[config.mk]
export PLATFORM = sky130hd
export DESIGN_NAME = pce_engine_flat
export DESIGN_NICKNAME = d
export VERILOG_FILES = /design/src/pce_pkg.sv /design/src/pce_if.sv /design/src/pce_engine.sv /design/src/flat_wrapper.sv
export VERILOG_INCLUDE_DIRS = /design/src
export SDC_FILE = /design/constraint.sdc
export NUM_CORES = 1
export LEC_CHECK = 0
export BUFFER_PORTS_ARGS = -buffer_cell sky130_fd_sc_hd__buf_2
export CAP_MARGIN = 25
export CORE_ASPECT_RATIO = 0.7
export CORE_MARGIN = 2
export CORE_UTILIZATION = 25
export CTS_CLUSTER_DIAMETER = 40
export DETAILED_ROUTE_END_ITERATION = 10
export MAX_ROUTING_LAYER = met4
export SKIP_CTS_REPAIR_TIMING = 1
export SYNTH_ARGS = -nofsm -noshare
export SYNTH_HDL_FRONTEND = slang
export SYNTH_SLANG_ARGS = --single-unit
[constraint.sdc]
create_clock -name i_mclk -period 5.7 [get_ports i_mclk]
set_input_delay 1.14 -clock i_mclk [delete_from_list [all_inputs] [get_ports i_mclk]]
set_output_delay 1.14 -clock i_mclk [all_outputs]
set_load 0.05 [all_outputs]
[src/pce_defines.svh]
// constants of the programmable crc engine: reset values, field positions, offsets
// assumes inclusion by both ends and by the interface
`ifndef PCE_DEFINES_SVH
`define PCE_DEFINES_SVH
`define PCE_POLY_RESET 32'hEDB88320
`define PCE_VAL_RESET 32'h00000000
`define PCE_CTRL_RESET 5'h00
`define PCE_CTRL_W 5
`define PCE_CTRL_EN 0
`define PCE_CTRL_DMA 1
`define PCE_CTRL_MSB 2
`define PCE_CTRL_SWIN 3
`define PCE_CTRL_SWOUT 4
`define PCE_STAT_BUSY 16
`define PCE_ADDR_CTRL 2'h0
`define PCE_ADDR_DATA 2'h1
`define PCE_ADDR_POLY 2'h2
`define PCE_ADDR_VAL 2'h3
`define PCE_BE_BYTE 4'h1
`define PCE_BE_HALF 4'h3
`define PCE_BITS_BYTE 6'h08
`define PCE_BITS_HALF 6'h10
`define PCE_BITS_WORD 6'h20
`define PCE_CNT_LAST 6'h01
`endif

[src/pce_pkg.sv]
// types and shared helpers of the programmable crc engine
// assumes nothing beyond the defines header
package pce_pkg;
	typedef enum logic [1:0] {PCE_SZ_8, PCE_SZ_16, PCE_SZ_32} pce_size_t;
	typedef enum logic [1:0] {PCE_SEL_CTRL, PCE_SEL_POLY, PCE_SEL_VAL} pce_sel_t;
	typedef enum {PCE_IDLE, PCE_SHIFT} pce_state_t;

	function automatic logic [31:0] pce_bswap(input logic [31:0] w);
		return {w[7:0], w[15:8], w[23:16], w[31:24]};
	endfunction : pce_bswap

	function automatic logic [31:0] pce_bitrev(input logic [31:0] w);
		logic [31:0] r;
		r = 32'h00000000;
		for (int i = 0; i < 32; i++)
		begin
			r[i] = w[31 - i];
		end
		return r;
	endfunction : pce_bitrev
endpackage : pce_pkg

[src/pce_if.sv]
// link between the bus-side controller and the crc engine
// assumes both ends share i_mclk; no signal crosses a clock domain
`timescale 1ns/10ps
`include "pce_defines.svh"
interface pce_if;
	import pce_pkg::*;
	logic cfg_wr;
	pce_sel_t cfg_sel;
	logic [31:0] cfg_wdata;
	logic dat_valid;
	logic dat_ready;
	pce_size_t dat_size;
	logic [31:0] dat_word;
	logic busy;
	logic dma_req;
	logic [`PCE_CTRL_W-1:0] ctrl_rd;
	logic [31:0] poly_rd;
	logic [31:0] val_rd;

	modport engine (
		input cfg_wr, cfg_sel, cfg_wdata, dat_valid, dat_size, dat_word,
		output dat_ready, busy, dma_req, ctrl_rd, poly_rd, val_rd
	);
	modport host (
		output cfg_wr, cfg_sel, cfg_wdata, dat_valid, dat_size, dat_word,
		input dat_ready, busy, dma_req, ctrl_rd, poly_rd, val_rd
	);
endinterface : pce_if

[src/pce_engine.sv]
// programmable crc engine: control, polynomial and value state plus a bit-serial core
// assumes a single clock i_mclk and a partner that drives pce_if on that clock
//
// How it works
// - any 32-bit stored polynomial up to order 32
// - words of 8, 16 or 32 bits accepted
// - busy high while computing, value then readable
// - writer counts data; engine knows no length
// - bit order select: 0 lsb first, 1 msb
// - top polynomial term implied, never stored
// - lsb mode wants bit-reversed polynomial from software
// - result reflected and/or byte swapped on readout
// - msb mode: polynomial left-justified, low bit set
// - msb mode: left-justify seed, right-shift short result
// - polynomial resets to reflected ethernet crc-32
// - polynomial changed only while not busy
// - separate byte swap of input and result
// - input swap 1: most significant byte first
// - enable and dma enable raise dma request
// - no data writes while busy or disabled; the host instead buffers up to two words and stalls further writes
//
// Chosen here: the register addresses and register access over Avalon-MM.
`timescale 1ns/10ps
`include "pce_defines.svh"
module pce_engine
	import pce_pkg::*;
(
	input wire logic i_mclk,
	input wire logic i_reset,
	pce_if.engine lnk,
	output logic o_busy,
	output logic [31:0] o_crc_value
);
	pce_state_t st_q;
	pce_state_t st_d;
	logic [5:0] cnt_q;
	logic [5:0] cnt_d;
	logic [31:0] sh_q;
	logic [31:0] sh_d;
	logic [31:0] crc_q;
	logic [31:0] crc_d;
	logic [31:0] poly_q;
	logic [31:0] poly_d;
	logic [`PCE_CTRL_W-1:0] ctrl_q;
	logic [`PCE_CTRL_W-1:0] ctrl_d;
	logic busy_q;
	logic busy_d;
	logic dma_q;
	logic dma_d;
	logic [31:0] rd_q;
	logic [31:0] rd_d;
	logic take;
	logic in_bit;

	// one lfsr step; the x^n term sits just outside the register, so it is implied
	function automatic logic [31:0] crc_step(input logic [31:0] crc, input logic b,
		input logic [31:0] poly, input logic msb);
		logic fb;
		logic [31:0] nxt;
		fb = 1'b0;
		nxt = crc;
		if (msb)
		begin
			fb = crc[31] ^ b;
			nxt = {crc[30:0], 1'b0} ^ (fb ? poly : 32'h00000000);
		end
		else
		begin
			fb = crc[0] ^ b;
			nxt = {1'b0, crc[31:1]} ^ (fb ? poly : 32'h00000000);
		end
		return nxt;
	endfunction : crc_step

	// places the bytes in consumption order: first byte at the low end for lsb mode,
	// at the high end for msb mode, so the core always shifts from one fixed bit
	function automatic logic [31:0] stage_word(input logic [31:0] d, input pce_size_t sz,
		input logic swap, input logic msb);
		logic [31:0] w;
		w = d;
		case (sz)
			PCE_SZ_8: w = {24'h000000, d[7:0]};
			PCE_SZ_16: w = swap ? {16'h0000, d[7:0], d[15:8]} : {16'h0000, d[15:0]};
			PCE_SZ_32: w = swap ? pce_bswap(d) : d;
			default: w = d;
		endcase
		return msb ? pce_bswap(w) : w;
	endfunction : stage_word

	function automatic logic [5:0] size_bits(input pce_size_t sz);
		logic [5:0] n;
		case (sz)
			PCE_SZ_8: n = `PCE_BITS_BYTE;
			PCE_SZ_16: n = `PCE_BITS_HALF;
			default: n = `PCE_BITS_WORD;
		endcase
		return n;
	endfunction : size_bits

	// result view: reflect first, then byte swap
	function automatic logic [31:0] present(input logic [31:0] v, input logic msb,
		input logic swo);
		logic [31:0] r;
		r = msb ? pce_bitrev(v) : v;
		return swo ? pce_bswap(r) : r;
	endfunction : present

	// accepting only when enabled and idle keeps a word written too early waiting upstream
	assign take = lnk.dat_valid & lnk.dat_ready;
	assign in_bit = ctrl_q[`PCE_CTRL_MSB] ? sh_q[31] : sh_q[0];

	always_comb
	begin
		ctrl_d = ctrl_q;
		poly_d = poly_q;
		if (lnk.cfg_wr && lnk.cfg_sel == PCE_SEL_CTRL)
		begin
			ctrl_d = lnk.cfg_wdata[`PCE_CTRL_W-1:0];
		end
		// the partner only writes here while idle, so no step sees a half-changed polynomial
		if (lnk.cfg_wr && lnk.cfg_sel == PCE_SEL_POLY)
		begin
			poly_d = lnk.cfg_wdata;
		end
	end

	always_ff @(posedge i_mclk or posedge i_reset)
	begin
		if (i_reset)
		begin
			ctrl_q <= `PCE_CTRL_RESET;
			poly_q <= `PCE_POLY_RESET;
		end
		else
		begin
			ctrl_q <= ctrl_d;
			poly_q <= poly_d;
		end
	end

	always_comb
	begin
		st_d = st_q;
		cnt_d = cnt_q;
		sh_d = sh_q;
		crc_d = crc_q;
		if (lnk.cfg_wr && lnk.cfg_sel == PCE_SEL_VAL)
		begin
			crc_d = lnk.cfg_wdata;
		end
		case (st_q)
			PCE_IDLE:
			begin
				if (take)
				begin
					sh_d = stage_word(lnk.dat_word, lnk.dat_size, ctrl_q[`PCE_CTRL_SWIN],
						ctrl_q[`PCE_CTRL_MSB]);
					cnt_d = size_bits(lnk.dat_size);
					st_d = PCE_SHIFT;
				end
			end
			PCE_SHIFT:
			begin
				crc_d = crc_step(crc_q, in_bit, poly_q, ctrl_q[`PCE_CTRL_MSB]);
				sh_d = ctrl_q[`PCE_CTRL_MSB] ? {sh_q[30:0], 1'b0} : {1'b0, sh_q[31:1]};
				cnt_d = cnt_q - `PCE_CNT_LAST;
				if (cnt_q == `PCE_CNT_LAST)
				begin
					st_d = PCE_IDLE;
				end
			end
			default:
			begin
				st_d = PCE_IDLE;
			end
		endcase
	end

	always_ff @(posedge i_mclk or posedge i_reset)
	begin
		if (i_reset)
		begin
			st_q <= PCE_IDLE;
			cnt_q <= 6'h00;
			sh_q <= 32'h00000000;
			crc_q <= `PCE_VAL_RESET;
		end
		else
		begin
			st_q <= st_d;
			cnt_q <= cnt_d;
			sh_q <= sh_d;
			crc_q <= crc_d;
		end
	end

	// status is computed from next values so busy falls together with the final value
	always_comb
	begin
		busy_d = (st_d == PCE_SHIFT);
		dma_d = ctrl_d[`PCE_CTRL_EN] & ctrl_d[`PCE_CTRL_DMA] & ~busy_d;
		rd_d = present(crc_d, ctrl_d[`PCE_CTRL_MSB], ctrl_d[`PCE_CTRL_SWOUT]);
	end

	always_ff @(posedge i_mclk or posedge i_reset)
	begin
		if (i_reset)
		begin
			busy_q <= 1'b0;
			dma_q <= 1'b0;
			rd_q <= `PCE_VAL_RESET;
		end
		else
		begin
			busy_q <= busy_d;
			dma_q <= dma_d;
			rd_q <= rd_d;
		end
	end

	assign lnk.dat_ready = ctrl_q[`PCE_CTRL_EN] & (st_q == PCE_IDLE);
	assign lnk.busy = busy_q;
	assign lnk.dma_req = dma_q;
	assign lnk.ctrl_rd = ctrl_q;
	assign lnk.poly_rd = poly_q;
	assign lnk.val_rd = rd_q;
	assign o_busy = busy_q;
	assign o_crc_value = rd_q;
endmodule : pce_engine

[src/flat_wrapper.sv]
// flat-port wrapper written by rule: the top's interface ports become plain ports
module pce_engine_flat import pce_pkg::*;
  (i_mclk, i_reset, o_busy, o_crc_value, lnk_cfg_wr, lnk_cfg_sel, lnk_cfg_wdata, lnk_dat_valid, lnk_dat_size, lnk_dat_word, lnk_dat_ready, lnk_busy, lnk_dma_req, lnk_ctrl_rd, lnk_poly_rd, lnk_val_rd);
  pce_if lnk_i ();
  input wire logic i_mclk;
  input wire logic i_reset;
  output logic o_busy;
  output logic [31:0] o_crc_value;
  input wire logic [$bits(lnk_i.cfg_wr)-1:0] lnk_cfg_wr;
  input wire logic [$bits(lnk_i.cfg_sel)-1:0] lnk_cfg_sel;
  input wire logic [$bits(lnk_i.cfg_wdata)-1:0] lnk_cfg_wdata;
  input wire logic [$bits(lnk_i.dat_valid)-1:0] lnk_dat_valid;
  input wire logic [$bits(lnk_i.dat_size)-1:0] lnk_dat_size;
  input wire logic [$bits(lnk_i.dat_word)-1:0] lnk_dat_word;
  output wire logic [$bits(lnk_i.dat_ready)-1:0] lnk_dat_ready;
  output wire logic [$bits(lnk_i.busy)-1:0] lnk_busy;
  output wire logic [$bits(lnk_i.dma_req)-1:0] lnk_dma_req;
  output wire logic [$bits(lnk_i.ctrl_rd)-1:0] lnk_ctrl_rd;
  output wire logic [$bits(lnk_i.poly_rd)-1:0] lnk_poly_rd;
  output wire logic [$bits(lnk_i.val_rd)-1:0] lnk_val_rd;
  assign lnk_i.cfg_wr = lnk_cfg_wr;
  assign lnk_i.cfg_sel = lnk_cfg_sel;
  assign lnk_i.cfg_wdata = lnk_cfg_wdata;
  assign lnk_i.dat_valid = lnk_dat_valid;
  assign lnk_i.dat_size = lnk_dat_size;
  assign lnk_i.dat_word = lnk_dat_word;
  assign lnk_dat_ready = lnk_i.dat_ready;
  assign lnk_busy = lnk_i.busy;
  assign lnk_dma_req = lnk_i.dma_req;
  assign lnk_ctrl_rd = lnk_i.ctrl_rd;
  assign lnk_poly_rd = lnk_i.poly_rd;
  assign lnk_val_rd = lnk_i.val_rd;
  pce_engine u_core (.i_mclk(i_mclk), .i_reset(i_reset), .lnk(lnk_i), .o_busy(o_busy), .o_crc_value(o_crc_value));
endmodule
==> results.md <==
* GRT overflow at 0
* RSZ-0062 raised after global routing: no
* Period utilization at 0.6456
* Final Setup Violations at 0
* Fin. Hold Viols at 0
* Share of layout cells above drive strength 1 at 0.2569
* CTS tree: yes
* Synth async-reset ratio at 1.000
* Worst-margin pin slew at 1063 ps
* Pwr Density at 391.5 nW/um2
* Reg2reg setup slack at approximately 2300 ps
* Number of synthesized flops with an enable pin at 0
* Worst r2r src: u_core.st_q[8]
* Slowest CP cell: nor2_1
* Top Layer Used: met4
* Root Driver: clkbuf_16
* Fmax at 271.7 MHz
* I/O pin cnt at 177
* Via count at ~9.6k
* Synth Flop Type: dfrtp_1
* Initial antenna violation count at 3
* Cells after Synth at 1,139
* Met2 wire len at between 15,000 and 20,000 um
* Crit. End Element: flop
* Final Max Tran Viols at 0
* Nets at 1,334
* Slew margin rel. at 0.2887
* Area post-placement at between 10,000 and 15,000 um2
* YS warnings at 0
* Total iterations of the first detailed-routing run at 6
* Critical Path Fanout Max at 26
* Reg2reg end: u_core.lnk.val_rd[20]
* First-pass GRT wire length at ~55,000 um
* Sequential fraction of the synthesis area at 0.4005
* # port buffers at 176
* Cts bufs inserted at 17
* DRC at 0
* Post-route cell area at 12,770 um2
* Met3 WL post-DR at 2956 um
* Die Ht at 178.3 um
* Routed Antenna Nets at 0
* DP HPWL at 25,820 um
* Vias per inst at 5.257
* Setup crit start: lnk_cfg_sel[1]
* Die width at 253.0 um
* Crit-path max cell delay at slightly below 900 ps
* P&R area growth vs syn at 17.71%
* Max-cap violations at 0
* Leakage at 0.005666 uW
* CP Data Required Time at 5960 ps
* Mapped Avg Cell Area at 9.528 um2
* Largest net degree at the start of global routing at 174
* Fillcell total at about 4.5k
* Worst-path cell chain: buf_2 -> or3b_1 -> mux2i_4 -> inv_2 -> nor2_1 -> a221oi_1
* Arr. time, crit path at slightly below 4000 ps
* Post-synth cell types at 70
* Hold Path Class: flop to flop
* CTS sink count at 173
* Row count at 63
* Starting DRC count in detailed routing at 1,121
* Minimum clock period at 3680 ps
* Area of the core at 42,570 um2
* Number of global-route vias before repair at between 8k and 9k
* Outcome: finished, final reports clean
* RD Place Congestion at 0.8736
* Critical Path Sink: u_core.lnk.val_rd[20]
* H-tree Lvls at 4
* GRT Total Usage at 0.1657
* Critical path class: input pin to flop
* Setup TNS at 0 ps
* CP Launch Type: input pin
* Die area at between 40,000 and 50,000 um2
* Synthesized cell area at 10,850 um2
* WL final at approximately 37,000 um
* Wire per inst at 20.09 um
* Clk_lat worst skew at approximately 450 ps
* Met1 Wirelength at 17,430 um
* Clock transition at the registers of the reported paths at 90 ps
* Setup Skew at 18.98 ps
* Clock buffer depth at 2
* FF-to-FF path depth at 6
* Worst vdd ir at about 0.26 mV
* Starting density of the core at 0.2550
* Yosys reg bits at about 170
[area by class of cell]
class                           instances  area (um2)  area share
Clock buffer                           17       425.4     0.03330
Multi-Input combinational cell        849        5921      0.4635
Sequential cell                       173        4348      0.3404
Timing Repair Buffer                  195        1074     0.08403
Inverter                               24       93.84    0.007346
Tap cell                              552       690.7     0.05406
Clock inverter                         15       215.2     0.01685
Antenna cell                            3       7.507   0.0005877
[report_power, final]
| group | internal, uW | switching (uW) |
|---|---|---|
| clock | 610 | 634 |
| combinational | 586 | 1520 |
| sequential | 1420 | 234 |
| total | 2610 | 2390 |
[synth_stat cells (all sizes together), types with 9 or more instances]
cell type	instances	share of area
a211o	9	0.0073
a211oi	27	0.022
a21oi	53	0.025
a221oi	16	0.013
a22o	11	0.0089
a311oi	35	0.028
a31oi	14	0.0081
a32oi	9	0.0073
and3	10	0.0058
buf	75	0.042
clkbuf	48	0.017
dfrtp	159	0.37
dfstp	14	0.034
inv	24	0.0083
mux2	41	0.043
mux2i	100	0.093
nand2	126	0.044
nand2b	29	0.017
nand3	55	0.026
nor2	45	0.016
nor3	18	0.0098
o21ai	49	0.023
o22ai	11	0.0063
o31ai	19	0.015
or3	9	0.0052
xor2	30	0.024
[worst max-delay path, delay by kind of cell]
| kind | cells | cell delay [ps] |
|---|---|---|
| AND/OR/NAND/NOR | 2 | 1590 |
| multiplexers | 1 | 450 |
| AO/OA/AOI/OAI | 1 | 270 |
| buffers and inverters | 2 | 460 |
[state kept, by name, indices dropped and copies added, names as in the netlist]
name / flops
u_core.lnk.val_rd: 32
u_core.lnk.dma_req: 1
u_core.cnt_q: 6
u_core.crc_q: 32
u_core.lnk.poly_rd: 32
u_core.st_q: 32
u_core.lnk.busy: 1
u_core.lnk.ctrl_rd: 5
u_core.sh_q: 32
[placed cells by master, fill, tap and decap left out, drive strengths merged, types with 8 or more instances in the layout]
cell      n
o21ai    49
xor2     30
o211ai    8
dfstp    14
a221oi   16
inv      28
o31ai    19
mux2i   100
a211o     9
or3       9
nand2   126
a21oi    53
mux2     41
a32oi     9
nor2     45
a31oi    14
a211oi   27
conb     31
nand2b   29
a22o     11
a21boi    8
clkinv    9
clkbuf   17
dfrtp   159
buf     195
nor3     18
nand3    55
o22ai    11
a311oi   35
and3     10
[through the flow]
stage	total power [uW]	std cells	worst slack [ps]	hold WS (ps)	utilization
after floorplan	3261	1169	2361	448.4	-
after global placement	3724	1790	1754	458.9	0.2838
after detailed placement	3750	1790	1649	466.8	0.2838
after CTS	5014	1822	2128	487.6	0.2988
after global routing	5241	1828	1969	508.2	0.3001
final	5002	1828	2020	485.4	0.3001
[cell families after synthesis]
group	count (synthesis)	share of synthesized area
flip-flops	173	0.4005
AO/OA/AOI/OAI	308	0.2056
other	1	0.0003455
buffers and inverters	147	0.06733
XOR/XNOR	32	0.02582
adder cells (fa/ha/maj)	2	0.002305
multiplexers	145	0.1442
AND/OR/NAND/NOR	331	0.1539
[worst min-delay path by stage]
stage	cells past startpoint	start	to	slack (ps)
2_1_floorplan	2	u_core.sh_q[10]	u_core.sh_q[10]	450
3_3_place_gp	2	u_core.sh_q[15]	u_core.sh_q[15]	460
3_5_place_dp	2	u_core.sh_q[15]	u_core.sh_q[15]	470
4_1_cts	2	u_core.sh_q[15]	u_core.sh_q[15]	490
5_1_grt	2	u_core.sh_q[15]	u_core.sh_q[15]	510
6_report	2	u_core.sh_q[15]	u_core.sh_q[15]	490
[per-layer routing]
| layer | global-route usage | vias up |
|---|---|---|
| met5 | - | - |
| met4 | 0.05917 | 0 |
| li1 | - | 4405 |
| met1 | 0.2372 | 4680 |
| met2 | 0.2311 | 468 |
| met3 | 0.03064 | 57 |
(Power assumes the default switching activity.)
